[src/core/smc_map.vh]
// register offsets, field positions, reset values and codes of the monitor config block
`ifndef SMC_MAP_VH
`define SMC_MAP_VH
// register indices (printed offsets); byte address is four times the index
`define SMC_IDX_SYS_CTRL      6'h09
`define SMC_IDX_TRIM_LOW      6'h0A
`define SMC_IDX_TRIM_MID      6'h0B
`define SMC_IDX_TRIM_HIGH     6'h0C
// own registers for companion settings
`define SMC_IDX_AMP_CFG       6'h20
`define SMC_IDX_STATE         6'h21
// reset values
`define SMC_RST_SYS_CTRL      8'h10
`define SMC_RST_TRIM          8'h00
`define SMC_RST_AMP_CFG       8'h00
// system control fields
`define SMC_MON_HI            7
`define SMC_MON_LO            5
`define SMC_AVG_HI            4
`define SMC_AVG_LO            3
`define SMC_TMO_BIT           2
`define SMC_CRC_BIT           1
`define SMC_STAT_BIT          0
// amplifier config fields (own register)
`define SMC_GAIN_HI           2
`define SMC_GAIN_LO           0
`define SMC_PWR_HI            4
`define SMC_PWR_LO            3
// monitor codes
`define SMC_MON_OFF           3'h0
`define SMC_MON_MIDSHORT      3'h1
`define SMC_MON_TEMP          3'h2
`define SMC_MON_ASUP          3'h3
`define SMC_MON_DSUP          3'h4
`define SMC_MON_BO_0P2        3'h5
`define SMC_MON_BO_1          3'h6
`define SMC_MON_BO_10         3'h7
`define SMC_PWR_ON            2'h1
`define SMC_GAIN_ONE          3'h0
`define SMC_GAIN_MAX_TEMP     3'h2
// crc-8 polynomial x^8+x^2+x+1
`define SMC_CRC_POLY          8'h07
`define SMC_CRC_INIT          8'h00
// axi responses
`define SMC_RESP_OKAY         2'h0
`define SMC_RESP_SLVERR       2'h2
`endif

[src/core/smc_mon_decode.v]
// decoder from monitor select code to analog steering controls
`include "smc_map.vh"
module smc_mon_decode (
  // selection
  input  wire [2:0] monitor_select,
  input  wire [2:0] gain_select,
  // analog steering
  output reg        mid_short_en,
  output reg        temp_sense_en,
  output reg        asup_mon_en,
  output reg        dsup_mon_en,
  output reg  [1:0] burnout_level,
  output reg        burnout_en,
  output reg        mux_open,
  output reg  [2:0] gain_eff
);
  always @*
  begin
    mid_short_en  = (monitor_select == `SMC_MON_MIDSHORT);
    temp_sense_en = (monitor_select == `SMC_MON_TEMP);
    asup_mon_en   = (monitor_select == `SMC_MON_ASUP);
    dsup_mon_en   = (monitor_select == `SMC_MON_DSUP);
    burnout_en    = monitor_select[2] & (monitor_select[1] | monitor_select[0]);
    burnout_level = monitor_select[1:0] - 2'h1;                  // 0:0.2uA 1:1uA 2:10uA
    if (!burnout_en)
    begin
      burnout_level = 2'h0;
    end
    // codes 1..4 open the input switches; zero and burn-out keep them closed
    mux_open      = mid_short_en | temp_sense_en | asup_mon_en | dsup_mon_en;
    gain_eff      = (asup_mon_en | dsup_mon_en) ? `SMC_GAIN_ONE : gain_select;
  end
endmodule // smc_mon_decode

[src/core/smc_crc8.v]
// one-byte step of the crc-8 used on result framing
`include "smc_map.vh"
module smc_crc8 (
  // state in
  input  wire [7:0] crc_in,
  input  wire [7:0] data_in,
  // state out
  output reg  [7:0] crc_out
);
  integer i;
  reg [7:0] c;
  always @*
  begin
    c = crc_in ^ data_in;
    for (i = 0; i < 8; i = i + 1)
    begin
      c = c[7] ? ({c[6:0], 1'b0} ^ `SMC_CRC_POLY) : {c[6:0], 1'b0};
    end
    crc_out = c;
  end
endmodule // smc_crc8

[src/core/smc_regs.v]
// monitor and framing control registers with axi4-lite slave and result framer
//
// Implementation choice: the AXI4-Lite slave port.
`include "smc_map.vh"
// Behaviour
// - monitor_select sits in bits 7:5, resets to zero, and zero means normal input conversion.
// - code 001 shorts the amplifier inputs to mid-supply, cuts the input pins, keeps user gain.
// - code 010 selects the temperature sensor with user gain and needs amplifier power 01.
// - code 011 measures analog supply over four, code 100 digital supply over four, gain one.
// - codes 101, 110 and 111 turn on burn-out currents of 0.2, 1 and 10 microampere.
// - while a supply monitor is active the effective gain is one whatever gain is selected.
// - mid-short, temperature and supply monitor codes open every input multiplexer switch.
// - trim_average_count in bits 4:3 picks 1, 4, 8 or 16 samples and resets to 8.
// - bit 2 enables the serial timeout and resets clear.
// - bit 1 appends a crc byte after each result and resets clear.
// - the crc covers the 24-bit result and also the status byte when that is sent.
// - bit 0 prepends a status byte to each result and resets clear.
// - index 0Ah holds the low byte of offset_trim_value and resets to 00h.
// - offset_trim_value is 24 bits with middle byte at 0Bh and top byte at 0Ch.
module smc_regs (
  // clock and reset
  input  wire        clk,
  input  wire        srst,
  // axi4-lite write address
  input  wire [7:0]  s_axi_awaddr,
  input  wire        s_axi_awvalid,
  output wire        s_axi_awready,
  // axi4-lite write data
  input  wire [31:0] s_axi_wdata,
  input  wire [3:0]  s_axi_wstrb,
  input  wire        s_axi_wvalid,
  output wire        s_axi_wready,
  // axi4-lite write response
  output reg  [1:0]  s_axi_bresp,
  output reg         s_axi_bvalid,
  input  wire        s_axi_bready,
  // axi4-lite read address
  input  wire [7:0]  s_axi_araddr,
  input  wire        s_axi_arvalid,
  output wire        s_axi_arready,
  // axi4-lite read data
  output reg  [31:0] s_axi_rdata,
  output reg  [1:0]  s_axi_rresp,
  output reg         s_axi_rvalid,
  input  wire        s_axi_rready,
  // conversion result handoff from the converter core
  input  wire [23:0] result_data,
  input  wire [7:0]  result_status,
  input  wire        result_valid,
  output wire        result_ready,
  // framed byte stream toward the serial interface
  output reg  [7:0]  frame_byte,
  output reg         frame_valid,
  output reg         frame_last,
  input  wire        frame_ready,
  // analog steering
  output reg         mid_short_en,
  output reg         temp_sense_en,
  output reg         asup_mon_en,
  output reg         dsup_mon_en,
  output reg         burnout_en,
  output reg  [1:0]  burnout_level,
  output reg         mux_open,
  output reg  [2:0]  gain_eff,
  output reg  [1:0]  amplifier_power_select,
  output reg         temp_config_bad,
  // calibration and interface settings
  output reg  [4:0]  trim_average_samples,
  output wire        spi_timeout_enable,
  output wire [23:0] offset_trim_value
);
  // frame states
  localparam [3:0] ST_IDLE = 4'b0001;
  localparam [3:0] ST_STAT = 4'b0010;
  localparam [3:0] ST_DATA = 4'b0100;
  localparam [3:0] ST_CRC  = 4'b1000;

  reg  [7:0]  sys_ctrl_r;
  reg  [7:0]  trim_low_r;
  reg  [7:0]  trim_mid_r;
  reg  [7:0]  trim_high_r;
  reg  [7:0]  amp_cfg_r;
  reg  [7:0]  awaddr_r;
  reg         aw_held_r;
  reg  [31:0] wdata_r;
  reg  [3:0]  wstrb_r;
  reg         w_held_r;
  reg  [3:0]  st_r;
  reg  [3:0]  st_nxt;
  reg  [23:0] res_r;
  reg  [1:0]  bidx_r;
  reg  [7:0]  crc_r;
  reg  [7:0]  rd_byte;
  reg         rd_hit;
  wire [7:0]  crc_step;
  wire        do_write;
  wire        wr_ok;
  wire [5:0]  wr_idx;
  wire [5:0]  rd_idx;
  wire        take_res;
  wire        byte_go;
  wire        mid_d;
  wire        temp_d;
  wire        asup_d;
  wire        dsup_d;
  wire        bo_d;
  wire [1:0]  bol_d;
  wire        mux_d;
  wire [2:0]  gain_d;

  wire [2:0] monitor_select       = sys_ctrl_r[`SMC_MON_HI:`SMC_MON_LO];
  wire [1:0] trim_average_count   = sys_ctrl_r[`SMC_AVG_HI:`SMC_AVG_LO];
  wire       crc_append_enable    = sys_ctrl_r[`SMC_CRC_BIT];
  wire       status_prefix_enable = sys_ctrl_r[`SMC_STAT_BIT];

  assign spi_timeout_enable = sys_ctrl_r[`SMC_TMO_BIT];
  assign offset_trim_value  = {trim_high_r, trim_mid_r, trim_low_r};

  // write channel: address and data captured independently, in either order
  assign s_axi_awready = ~aw_held_r & ~s_axi_bvalid;
  assign s_axi_wready  = ~w_held_r & ~s_axi_bvalid;
  assign do_write      = aw_held_r & w_held_r & ~s_axi_bvalid;
  assign wr_idx        = awaddr_r[7:2];
  assign wr_ok         = (awaddr_r[1:0] == 2'h0) &&
                         ((wr_idx == `SMC_IDX_SYS_CTRL) || (wr_idx == `SMC_IDX_TRIM_LOW) ||
                          (wr_idx == `SMC_IDX_TRIM_MID) || (wr_idx == `SMC_IDX_TRIM_HIGH) ||
                          (wr_idx == `SMC_IDX_AMP_CFG));

  always @(posedge clk)
  begin
    if (srst)
    begin
      aw_held_r    <= 1'b0;
      w_held_r     <= 1'b0;
      awaddr_r     <= 8'h00;
      wdata_r      <= 32'h0000_0000;
      wstrb_r      <= 4'h0;
      s_axi_bvalid <= 1'b0;
      s_axi_bresp  <= `SMC_RESP_OKAY;
    end
    else
    begin
      if (s_axi_awvalid && s_axi_awready)
      begin
        aw_held_r <= 1'b1;
        awaddr_r  <= s_axi_awaddr;
      end
      if (s_axi_wvalid && s_axi_wready)
      begin
        w_held_r <= 1'b1;
        wdata_r  <= s_axi_wdata;
        wstrb_r  <= s_axi_wstrb;
      end
      if (do_write)
      begin
        aw_held_r    <= 1'b0;
        w_held_r     <= 1'b0;
        s_axi_bvalid <= 1'b1;
        s_axi_bresp  <= wr_ok ? `SMC_RESP_OKAY : `SMC_RESP_SLVERR;
      end
      else if (s_axi_bvalid && s_axi_bready)
      begin
        s_axi_bvalid <= 1'b0;
      end
    end
  end

  // registers: only byte lane 0 carries data, upper lanes ignored
  always @(posedge clk)
  begin
    if (srst)
    begin
      sys_ctrl_r  <= `SMC_RST_SYS_CTRL;
      trim_low_r  <= `SMC_RST_TRIM;
      trim_mid_r  <= `SMC_RST_TRIM;
      trim_high_r <= `SMC_RST_TRIM;
      amp_cfg_r   <= `SMC_RST_AMP_CFG;
    end
    else if (do_write && wr_ok && wstrb_r[0])
    begin
      case (wr_idx)
        `SMC_IDX_SYS_CTRL:  sys_ctrl_r  <= wdata_r[7:0];
        `SMC_IDX_TRIM_LOW:  trim_low_r  <= wdata_r[7:0];
        `SMC_IDX_TRIM_MID:  trim_mid_r  <= wdata_r[7:0];
        `SMC_IDX_TRIM_HIGH: trim_high_r <= wdata_r[7:0];
        `SMC_IDX_AMP_CFG:   amp_cfg_r   <= wdata_r[7:0];
        default:            amp_cfg_r   <= amp_cfg_r;
      endcase
    end
  end

  // read channel: one read at a time, data from a register
  assign s_axi_arready = ~s_axi_rvalid;
  assign rd_idx        = s_axi_araddr[7:2];

  always @*
  begin
    rd_hit  = (s_axi_araddr[1:0] == 2'h0);
    rd_byte = 8'h00;
    case (rd_idx)
      `SMC_IDX_SYS_CTRL:  rd_byte = sys_ctrl_r;
      `SMC_IDX_TRIM_LOW:  rd_byte = trim_low_r;
      `SMC_IDX_TRIM_MID:  rd_byte = trim_mid_r;
      `SMC_IDX_TRIM_HIGH: rd_byte = trim_high_r;
      `SMC_IDX_AMP_CFG:   rd_byte = amp_cfg_r;
      `SMC_IDX_STATE:     rd_byte = {temp_config_bad, mux_open, burnout_en, 1'b0, st_r};
      default:            rd_hit  = 1'b0;
    endcase
  end

  always @(posedge clk)
  begin
    if (srst)
    begin
      s_axi_rvalid <= 1'b0;
      s_axi_rdata  <= 32'h0000_0000;
      s_axi_rresp  <= `SMC_RESP_OKAY;
    end
    else if (s_axi_arvalid && s_axi_arready)
    begin
      s_axi_rvalid <= 1'b1;
      s_axi_rdata  <= {24'h00_0000, (rd_hit ? rd_byte : 8'h00)};
      s_axi_rresp  <= rd_hit ? `SMC_RESP_OKAY : `SMC_RESP_SLVERR;
    end
    else if (s_axi_rvalid && s_axi_rready)
    begin
      s_axi_rvalid <= 1'b0;
    end
  end

  // monitor steering; registered so the analog switches see no decode glitches
  smc_mon_decode u_decode (
    .monitor_select (monitor_select),
    .gain_select    (amp_cfg_r[`SMC_GAIN_HI:`SMC_GAIN_LO]),
    .mid_short_en   (mid_d),
    .temp_sense_en  (temp_d),
    .asup_mon_en    (asup_d),
    .dsup_mon_en    (dsup_d),
    .burnout_level  (bol_d),
    .burnout_en     (bo_d),
    .mux_open       (mux_d),
    .gain_eff       (gain_d)
  );

  always @(posedge clk)
  begin
    if (srst)
    begin
      mid_short_en           <= 1'b0;
      temp_sense_en          <= 1'b0;
      asup_mon_en            <= 1'b0;
      dsup_mon_en            <= 1'b0;
      burnout_en             <= 1'b0;
      burnout_level          <= 2'h0;
      mux_open               <= 1'b0;
      gain_eff               <= `SMC_GAIN_ONE;
      amplifier_power_select <= 2'h0;
      temp_config_bad        <= 1'b0;
      trim_average_samples   <= 5'h08;
    end
    else
    begin
      mid_short_en           <= mid_d;
      temp_sense_en          <= temp_d;
      asup_mon_en            <= asup_d;
      dsup_mon_en            <= dsup_d;
      burnout_en             <= bo_d;
      burnout_level          <= bol_d;
      mux_open               <= mux_d;
      gain_eff               <= gain_d;
      amplifier_power_select <= amp_cfg_r[`SMC_PWR_HI:`SMC_PWR_LO];
      // flag only; the device cannot stop software from a bad setup
      temp_config_bad        <= temp_d &&
                                ((amp_cfg_r[`SMC_PWR_HI:`SMC_PWR_LO] != `SMC_PWR_ON) ||
                                 (amp_cfg_r[`SMC_GAIN_HI:`SMC_GAIN_LO] > `SMC_GAIN_MAX_TEMP));
      case (trim_average_count)
        2'h0:    trim_average_samples <= 5'h01;
        2'h1:    trim_average_samples <= 5'h04;
        2'h2:    trim_average_samples <= 5'h08;
        default: trim_average_samples <= 5'h10;
      endcase
    end
  end

  // result framer: [status] msb..lsb [crc]
  assign take_res     = (st_r == ST_IDLE) && result_valid;
  assign result_ready = (st_r == ST_IDLE);
  assign byte_go      = frame_valid && frame_ready;

  smc_crc8 u_crc (
    .crc_in  (crc_r),
    .data_in (frame_byte),
    .crc_out (crc_step)
  );

  always @*
  begin
    st_nxt = st_r;
    case (st_r)
      ST_IDLE: if (take_res) st_nxt = status_prefix_enable ? ST_STAT : ST_DATA;
      ST_STAT: if (byte_go) st_nxt = ST_DATA;
      ST_DATA: if (byte_go && bidx_r == 2'h2) st_nxt = crc_append_enable ? ST_CRC : ST_IDLE;
      ST_CRC:  if (byte_go) st_nxt = ST_IDLE;
      default: st_nxt = ST_IDLE;
    endcase
  end

  always @(posedge clk)
  begin
    if (srst)
    begin
      st_r        <= ST_IDLE;
      res_r       <= 24'h00_0000;
      bidx_r      <= 2'h0;
      crc_r       <= `SMC_CRC_INIT;
      frame_byte  <= 8'h00;
      frame_valid <= 1'b0;
      frame_last  <= 1'b0;
    end
    else
    begin
      st_r <= st_nxt;
      if (take_res)
      begin
        res_r       <= result_data;
        bidx_r      <= 2'h0;
        crc_r       <= `SMC_CRC_INIT;
        frame_valid <= 1'b1;
        frame_byte  <= status_prefix_enable ? result_status : result_data[23:16];
        frame_last  <= ~status_prefix_enable & 1'b0;
      end
      else if (byte_go)
      begin
        // crc folds in every byte sent before it, status included when sent
        crc_r <= crc_step;
        case (st_r)
          ST_STAT:
          begin
            frame_byte <= res_r[23:16];
          end
          ST_DATA:
          begin
            if (bidx_r == 2'h2)
            begin
              frame_valid <= crc_append_enable;
              frame_byte  <= crc_append_enable ? crc_step : 8'h00;
              frame_last  <= crc_append_enable;
            end
            else
            begin
              bidx_r     <= bidx_r + 2'h1;
              frame_byte <= (bidx_r == 2'h0) ? res_r[15:8] : res_r[7:0];
              frame_last <= (bidx_r == 2'h1) && !crc_append_enable;
            end
          end
          default:
          begin
            frame_valid <= 1'b0;
            frame_last  <= 1'b0;
          end
        endcase
      end
    end
  end
endmodule // smc_regs

[config.mk]
export PLATFORM = sky130hd
export DESIGN_NAME = smc_regs
export DESIGN_NICKNAME = d
export VERILOG_FILES = /design/src/core/smc_mon_decode.v /design/src/core/smc_crc8.v /design/src/core/smc_regs.v
export VERILOG_INCLUDE_DIRS = /design/src /design/src/core
export SDC_FILE = /design/constraint.sdc
export NUM_CORES = 1
export LEC_CHECK = 0
export BUFFER_PORTS_ARGS = -buffer_cell sky130_fd_sc_hd__buf_2
export CORE_UTILIZATION = 45
export DETAILED_ROUTE_END_ITERATION = 8
export GPL_ROUTABILITY_DRIVEN = 0
export MAX_ROUTING_LAYER = met4
export PLACE_DENSITY = 0.72
export SLEW_MARGIN = 20
export SYNTH_ARGS = -nofsm -noshare
export SYNTH_HDL_FRONTEND = slang
export SYNTH_SLANG_ARGS = --single-unit
[constraint.sdc]
create_clock -name clk -period 1.9 [get_ports clk]
set_clock_uncertainty 0.05 [all_clocks]
set_input_delay 0.19 -clock clk [delete_from_list [all_inputs] [get_ports clk]]
set_output_delay 0.19 -clock clk [all_outputs]
set_load 0.005 [all_outputs]
==> results.cfg, run 1 <==
[pwr]
power.switching_uw = 2397
clkPwrFrac_pct = 40.0
intPower_uw = 6088
p_leak_uw = 0.003606
ir_drop_mv = 0.6297
sw_frac_of_total_pct = 28.25
power_density_nw_per_um2 = 1017
seqPwrFrac_pct = 38.5
power_frac_comb_pct = 21.5

[route]
vias_per_cell = 5.102
drtIter0Drc = 420
drc = 0
wire_per_inst_um = 15.27
num_vias = 5561
firstDrtPassIters = 5
drt_wl_total_mm = 16.65
antenna_left = 0

[synth]
synth-main-ff-cell = dfxtp_1
ys_warn_count = 0
ys_ff_latch = 137
ys_top_cells_by_count = dfxtp_1 (137), nor2_1 (93), nand2_1 (81), mux2i_1 (79), a21oi_1 (51)
synth_edf_count = 0
synth.distinct_cells = 68
synth_top_area_share_pct = 43.21
syn_inst = 707
ys_async_sr_fraction_pct = 0
yosysTopAreaCell = dfxtp_1
postSynthAreaPerCell_um2 = 8.978
syn_area_um2 = 6347
yosysMostFrequentCell = dfxtp_1
ys_seq_area_share_pct = 43.21
netlist_top_cells_area = dfxtp_1 (43%), mux2i_1 (12%), nor2_1 (5.5%), nand2_1 (4.8%), a21oi_1 (4.0%)

[final_layout]
diodes = 0
fin_area_um2 = 8339
drive_gt1_share_pct = 24.40
fill_cells = 1194
nets = 997
instances_no_fill = 1090
area_growth_pct = 31.38

[placement]
place_ws_ns = 0.04256
dp_cells = 1016
hpwl_mm = 11.74
postPlaceCellArea_um2 = 7271
port_buffers = 134

[global_routing]
grt_pass1_vias = 4969
antenna_found_initial = 0
overflow = 0
track_usage_pct = 23.57
grt_start_max_net_pins = 64
grt_pass1_wl_mm = 25.43

[timing]
final_hold_viol_count = 0
drv_slew = 0
fmax_mhz = 548.1
finalWorstSetupSlack_ns = 0.07543
min_period_ns = 1.825
timing.final.crit_share_pct = 96.03
rsz0062_at_grt = false
fin_setup_tns_ns = 0
worst_slew_pin_slew_ns = 1.023
finalSetupViolations = 0
maxSlewHeadroom_pct = 31.24

[clock_tree]
cts.clk_slew.worst_paths_ns = 0.06
numClockSinks = 137
clk_latency_ns = 0.42
clk_path_buf_depth = 2
cts_tree = done
numCtsBuffers = 17
cts-htree-levels = 4
post-cts-setup-buffers = 0
clk_root_buffer_cell = clkbuf_16

[die]
core-area_um2 = 13830
dieArea_um2 = 14580
die_y_um = 120.8
die-width_um = 120.8
io_pins = 189
initial_utilization_pct = 45.91
rows = 43

[worst_setup_path]
cp-end-kind = flop
crit_path_start_kind = flop
critPathMaxFanout = 3
critPathKind = reg2reg
critPathArrivalTime_ns = 2.12
worst_ep_required_time_ns = 2.20

[min_path]
min_path_type = in2reg

[outcome]
status = completed

[job]
cap_violations = 0
==> power groups by stage <==
stage | Clock [uW] | Combinational [uW] | Sequential [uW]
after floorplan | 0 | 1290 | 3260
after global placement | 0 | 1710 | 3320
after detailed placement | 0 | 1730 | 3320
after CTS | 3450 | 1800 | 3260
after global routing | 3600 | 2020 | 3290
final | 3400 | 1820 | 3260
==> timing repair <==
action                                  4_1_cts  5_1_grt
hold buffers                                 42        0
endpoints found under the hold margin        42        0
gates resized for setup                       0        7
endpoints found under the setup margin        0       12
==> through the flow <==
stage | total power [uW] | hold slack [ns] | utilization, %
4_1_cts | 8516 | 0.003302 | 60.06
3_5_place_dp | 5049 | 0.3305 | 52.58
6_report | 8485 | 0.01930 | 60.31
5_1_grt | 8907 | 0.03079 | 60.31
3_3_place_gp | 5022 | 0.3329 | 52.58
2_1_floorplan | 4550 | 0.2390 | -
==> flip-flops by register name, summed over array words and instances (netlist names), 4 cells and up <==
signal / flops
frame_byte: 8
res_r: 24
wdata_r: 8
awaddr_r: 8
trim_average_samples: 4
s_axi_rdata: 8
amp_cfg_r: 8
trim_high_r: 8
sys_ctrl_r: 8
crc_r: 8
trim_low_r: 8
st_r: 4
trim_mid_r: 8
==> worst paths after layout <==
| kind | start | end | slack, ns | cells past startpoint |
|---|---|---|---|---|
| worst max-delay path | frame_byte[6] | crc_r[2] | 0.08 | 5 |
| worst min-delay path | s_axi_arvalid | s_axi_rvalid | 0.02 | 3 |
| worst max register to register | frame_byte[6] | crc_r[2] | 0.08 | 5 |
| worst min register to register | res_r[4] | res_r[4] | 0.40 | 2 |
==> per-layer routing <==
| layer | share of wire (%) | routed length [um] | track usage (%) | vias to the layer above |
|---|---|---|---|---|
| li1 | - | - | - | 2772 |
| met4 | 2.3 | 391 | 10.57 | 0 |
| met2 | 46 | 7631 | 35.27 | 211 |
| met3 | 5.7 | 942 | 4.953 | 26 |
| met1 | 46 | 7685 | 30.59 | 2552 |
| met5 | 0 | 0 | - | - |
==> area by class of cell <==
type | instances | area (um^2) | share of cell area (%)
Clock inverter | 11 | 142.6 | 1.710
Clock buffer | 21 | 470.5 | 5.641
Tap cell | 180 | 225.2 | 2.701
Sequential cell | 137 | 2744 | 32.90
Inverter | 17 | 63.81 | 0.7652
Timing Repair Buffer | 212 | 1393 | 16.70
Multi-Input combinational cell | 512 | 3301 | 39.58
==> kinds of logic after synthesis <==
logic type	synth area share (%)
buf+inv	6.899
fa+ha+maj	1.380
compound gates	13.11
flops	43.21
other cells	0.05908
mux	12.64
xor+xnor	4.652
simple gates	18.06
==> worst max-delay path, stage by stage, from the launching register on <==
cell	delay [ns]
dfxtp_1	0.35
xnor2_2	0.24
xnor3_2	0.51
xor2_1	0.16
or3_1	0.31
a21oi_1	0.15
==> cell usage in the layout (no fill, tap or decap), types with 3 or more instances in the layout <==
master         netlist  routed
dfxtp_1            137     136
buf_2               10     133
nor2_1              93      93
nand2_1             81      81
mux2i_1             79      79
a21oi_1             51      51
dlygate4sd3_1        0      42
buf_4               27      34
conb_1               1      27
clkbuf_16            0      17
inv_1               15      15
xnor2_1             15      15
o21ai_0             13      13
and2_1              11      11
o22ai_1             10      10
nor3_1              10       9
a22o_1               8       8
a211oi_1             7       7
xor2_1               8       7
a221o_1              7       7
ha_1                 7       7
nand3_1              6       6
nor2b_1              6       6
and3_1               5       5
or3_1                5       5
o221ai_1             5       5
nand2b_1             4       4
clkinv_2             0       4
nor3_2               2       3
o22a_1               3       3
nor3b_1              3       3
o211ai_1             3       3
clkbuf_8             0       3
bufinv_16            0       3
Power figures use the tool's default switching activity.
==> run 2, diff against run 1 <==
--- a/config.mk
+++ b/config.mk
@@ -7,11 +7,13 @@
 export NUM_CORES = 1
 export LEC_CHECK = 0
 export BUFFER_PORTS_ARGS = -buffer_cell sky130_fd_sc_hd__buf_2
-export CORE_UTILIZATION = 45
+export CELL_PAD_IN_SITES_DETAIL_PLACEMENT = 1
+export CELL_PAD_IN_SITES_GLOBAL_PLACEMENT = 1
+export CORE_UTILIZATION = 34
 export DETAILED_ROUTE_END_ITERATION = 8
 export GPL_ROUTABILITY_DRIVEN = 0
 export MAX_ROUTING_LAYER = met4
-export PLACE_DENSITY = 0.72
+export PLACE_DENSITY = 0.73
 export SLEW_MARGIN = 20
 export SYNTH_ARGS = -nofsm -noshare
 export SYNTH_HDL_FRONTEND = slang
==> results.cfg, run 2 (synthesis results as in run 1) <==
[outcome]
status = finished with violations
violations = DRC

[die]
rows = 49
die_y_um = 138.6
die-width_um = 138.6
initial_utilization_pct = 34.98
dieArea_um2 = 19220
core-area_um2 = 18150
io_pins = 189

[route]
firstDrtPassIters = 6
top_signal_layer_used = met4
wire_per_inst_um = 17.24
antenna_left = 0
drtIter0Drc = 337
drc = 10
wl_met3_um = 819
drt_wl_total_mm = 19.71
met1Wirelength_mm = 9.285
vias_per_cell = 4.963
num_vias = 5673
routed-wl-met2_mm = 9.304

[worst_setup_path]
critPathKind = reg2reg
rrSetupSlack_ns = 0.06
critPathArrivalTime_ns = 2.09
crit_buf_inv = 2
reg2reg_depth = 7
crit_path_start_kind = flop
cp_top_family = compound AO/OA/AOI/OAI gates
cp_cell_sequence = inv_1 > ha_1 > buf_4 > mux2i_1 > o21ai_1 > a21oi_1 > o41ai_1
r2r_end = frame_byte[7]
worst_ep_required_time_ns = 2.15
critPathMaxFanout = 7
cp-end-kind = flop
cp_slowest_cell = dfxtp_1
max_stage_delay_ns = 0.37
reg2reg_from = bidx_r[0]
startpoint = bidx_r[0]

[timing]
worst_slew_pin_slew_ns = 0.9070
fmax_mhz = 543.2
min_period_ns = 1.841
final_hold_viol_count = 0
finalSetupViolations = 0
drv_slew = 0
timing.final.crit_share_pct = 96.89
maxSlewHeadroom_pct = 39.07

[global_routing]
grt_pass1_vias = 5809
antenna_found_initial = 0
grt_start_max_net_pins = 33
grt_pass1_wl_mm = 31.13
track_usage_pct = 21.33
overflow = 0

[min_path]
whs_endpoint = s_axi_rvalid
holdPathStages = 3
holdCritStartpoint = s_axi_arvalid
min_path_type = in2reg

[placement]
postPlaceCellArea_um2 = 7407
port_buffers = 134
hpwl_mm = 13.97

[clock_tree]
cts_tree = done
numCtsBuffers = 17
clk_latency_ns = 0.42
clk_path_buf_depth = 2
clk_root_buffer_cell = clkbuf_16
numClockSinks = 137
cts.clk_slew.worst_paths_ns = 0.06
cts-htree-levels = 4

[pwr]
p_total_uw = 8718
p_leak_uw = 0.003640
ir_drop_mv = 0.6195
power_density_nw_per_um2 = 1032

[final_layout]
final_common_cell = dfxtp_1
mostFrequentLayoutCells = dfxtp_1 (137), buf_2 (133), nor2_1 (93), nand2_1 (81), mux2i_1 (79)
top_register = res_r
largest_reg_flops = 24
fin_area_um2 = 8451
diodes = 0
drive_gt1_share_pct = 25.05
nets = 1001
area_growth_pct = 33.14

[job]
cap_violations = 0
run 2: cell type report:
type                    instances  area [um^2]
well taps                     229        286.5
multi-input cells             512         3288
fillers                      2153         9697
clock inverters                12        161.4
flip-flops and latches        137         2743
inverters                      17        63.81
repair buffers                216         1451
clock buffers                  20        456.7
run 2: power by group:
group,internal (uW),switching [uW],leakage [uW]
combinational,889,1080,0.00223
sequential,3070,197,0.00111
clock,2150,1330,0.000299
total,6110,2600,0.00364
run 2: worst min-delay path, cell delays in order:
cell and delay (ns):
buf_2 0.12, nor2_1 0.08, a211oi_1 0.05
run 2: metrics by stage:
step,utilization (%),worst slack [ns],hold WS [ns],setup TNS [ns],cells
floorplan,-,0.08926,0.2390,0,733
global route,46.57,-0.07435,0.01337,-0.07435,1143
detailed placement,40.82,0.07488,0.3434,0,1070
global placement,40.82,0.08795,0.3343,0,1070
CTS,46.43,0.03930,0.01076,0,1142
finish,46.57,0.05911,0.01422,0,1143
run 2: per-layer routing:
layer / GRT usage [%] / vias to the layer above
met4: 7.193 / 0
met3: 3.764 / 25
met1: 26.94 / 2732
met5: - / -
met2: 34.44 / 141
li1: - / 2775
run 2: worst max-delay path by stage:
stage | slack (ns) | end | depth (start not counted)
after CTS | 0.04 | frame_byte[7] | 7
after global routing | -0.07 | frame_byte[7] | 7
after floorplan | 0.09 | st_r[0] | 5
after global placement | 0.09 | sys_ctrl_r[1] | 6
final | 0.06 | frame_byte[7] | 7
after detailed placement | 0.07 | frame_byte[7] | 7
run 2: what timing repair did:
action,CTS,global route
hold endpoints to repair,40,0
hold buffers,40,0
setup endpoints to repair,0,12
resized for setup,0,6
setup buffers,0,1
==> run 3, diff against run 2 <==
--- a/config.mk
+++ b/config.mk
@@ -9,11 +9,13 @@
 export BUFFER_PORTS_ARGS = -buffer_cell sky130_fd_sc_hd__buf_2
 export CELL_PAD_IN_SITES_DETAIL_PLACEMENT = 1
 export CELL_PAD_IN_SITES_GLOBAL_PLACEMENT = 1
+export CORE_ASPECT_RATIO = 1.75
 export CORE_UTILIZATION = 34
 export DETAILED_ROUTE_END_ITERATION = 8
-export GPL_ROUTABILITY_DRIVEN = 0
+export GPL_ROUTABILITY_DRIVEN = 1
 export MAX_ROUTING_LAYER = met4
 export PLACE_DENSITY = 0.73
+export RECOVER_POWER = 25
 export SLEW_MARGIN = 20
 export SYNTH_ARGS = -nofsm -noshare
 export SYNTH_HDL_FRONTEND = slang
==> results.cfg, run 3 (synthesis results as in run 1) <==
[pwr]
sw_frac_of_total_pct = 29.12
power.switching_uw = 2615
p_leak_uw = 0.003670
seqPwrFrac_pct = 36.5
power_density_nw_per_um2 = 1052
intPower_uw = 6364
ir_drop_mv = 0.6951
clkPwrFrac_pct = 41.2
power_frac_comb_pct = 22.3

[route]
drtIter0Drc = 173
drt_wl_total_mm = 20.27
wire_per_inst_um = 17.58
drc = 0
firstDrtPassIters = 4
num_vias = 5850
antenna_left = 0
vias_per_cell = 5.074

[global_routing]
grt_pass1_wl_mm = 32.02
grt_start_max_net_pins = 33
antenna_found_initial = 0
overflow = 0
grt_pass1_vias = 6175
track_usage_pct = 22.21

[placement]
postPlaceCellArea_um2 = 7418
gp_congestion = 0.8619
hpwl_mm = 14.52
port_buffers = 134

[clock_tree]
clk_path_buf_depth = 2
clk_root_buffer_cell = clkbuf_16
cts.clk_slew.worst_paths_ns = 0.06
numClockSinks = 137
cts-htree-levels = 4
cts_tree = done
numCtsBuffers = 17
clk_latency_ns = 0.42

[timing]
min_period_ns = 1.826
final_hold_viol_count = 0
fmax_mhz = 547.6
worst_slew_pin_slew_ns = 0.8848
whs_ns = 0.01805
finalSetupViolations = 0
maxSlewHeadroom_pct = 41.01
drv_slew = 0
timing.final.crit_share_pct = 96.11

[worst_setup_path]
critPathMaxFanout = 3
worst_ep_required_time_ns = 2.20
cp-end-kind = flop
critPathKind = reg2reg
crit_path_start_kind = flop
critPathArrivalTime_ns = 2.12

[die]
dieArea_um2 = 19240
initial_utilization_pct = 35.00
core-area_um2 = 18140
io_pins = 189
die-width_um = 105.3
rows = 65
die_y_um = 182.8

[final_layout]
multi_input_area_um2 = 3314
drive_gt1_share_pct = 26.12
fill_cells = 2140
top_register = res_r
fin_area_um2 = 8534
final-seq-area_um2 = 2749
nets = 1006
largest_reg_flops = 24
mostFrequentLayoutCells = dfxtp_1 (132), buf_2 (132), nor2_1 (93), nand2_1 (81), mux2i_1 (79)
area_growth_pct = 34.46
diodes = 0

[outcome]
status = completed

[min_path]
min_path_type = in2reg

[job]
cap_violations = 0
-- run 3: cell types whose count changed in the layout (fill, tap and decap cells not counted), sizes merged --
cell,before,now
clkinv,3,6
dlygate4sd3,40,39
inv,21,19
clkbuf,20,22
buf,176,178
clkinvlp,2,1
bufinv,3,5
-- run 3: area by class of cell --
type | count | area share (%)
well taps | 234 | 3.431
repair buffers | 221 | 17.05
inverters | 17 | 0.7477
clock inverters | 14 | 2.580
clock buffers | 18 | 5.146
multi-input cells | 512 | 38.84
flip-flops and latches | 137 | 32.21
-- run 3: power by group through the flow --
stage / combinational [uW] / clock [uW] / sequential [uW]
6_report: 2000 / 3700 / 3280
5_1_grt: 2190 / 3880 / 3310
4_1_cts: 1980 / 3760 / 3270
3_5_place_dp: 1890 / 0 / 3330
3_3_place_gp: 1860 / 0 / 3320
2_1_floorplan: 1290 / 0 / 3260
-- run 3: worst max-delay path, stage by stage, from the launching register on --
cell,delay (ns)
dfxtp_1,0.34
xnor2_2,0.22
xnor3_2,0.50
xor2_1,0.17
or3_1,0.31
a21oi_1,0.16
-- run 3: worst paths after layout --
kind	startpoint	end	slack, ns	cells after the start
max reg2reg	crc_r[6]	crc_r[2]	0.07	5
max	crc_r[6]	crc_r[2]	0.07	5
min	s_axi_awaddr[3]	awaddr_r[3]	0.02	3
min reg2reg	res_r[1]	res_r[1]	0.41	2
-- run 3: through the flow --
step	utilization [%]	power [uW]	cells	setup TNS (ns)	setup slack (ns)
final	47.06	8979	1153	0	0.07392
after detailed placement	40.90	5221	1079	-0.3711	-0.06561
after global routing	47.06	9379	1153	-0.01656	-0.01656
after CTS	46.75	9016	1150	0	0.03113
after floorplan	-	4550	733	0	0.08926
after global placement	40.90	5185	1079	-0.07485	-0.04165
-- run 3: routing by layer --
| layer | track usage [%] | part of all wire, % | vias to the layer above |
|---|---|---|---|
| met1 | 21.09 | 37 | 2821 |
| li1 | - | - | 2796 |
| met2 | 42.16 | 56 | 185 |
| met5 | - | 0 | - |
| met3 | 3.376 | 3.3 | 48 |
| met4 | 12.23 | 3.9 | 0 |
-- run 3: repair_timing --
item,CTS,global route
endpoints found under the setup margin,2,22
gates resized for setup,2,13
pin swaps,0,3
hold buffers,39,0
endpoints found under the hold margin,39,0
buffers inserted,0,3
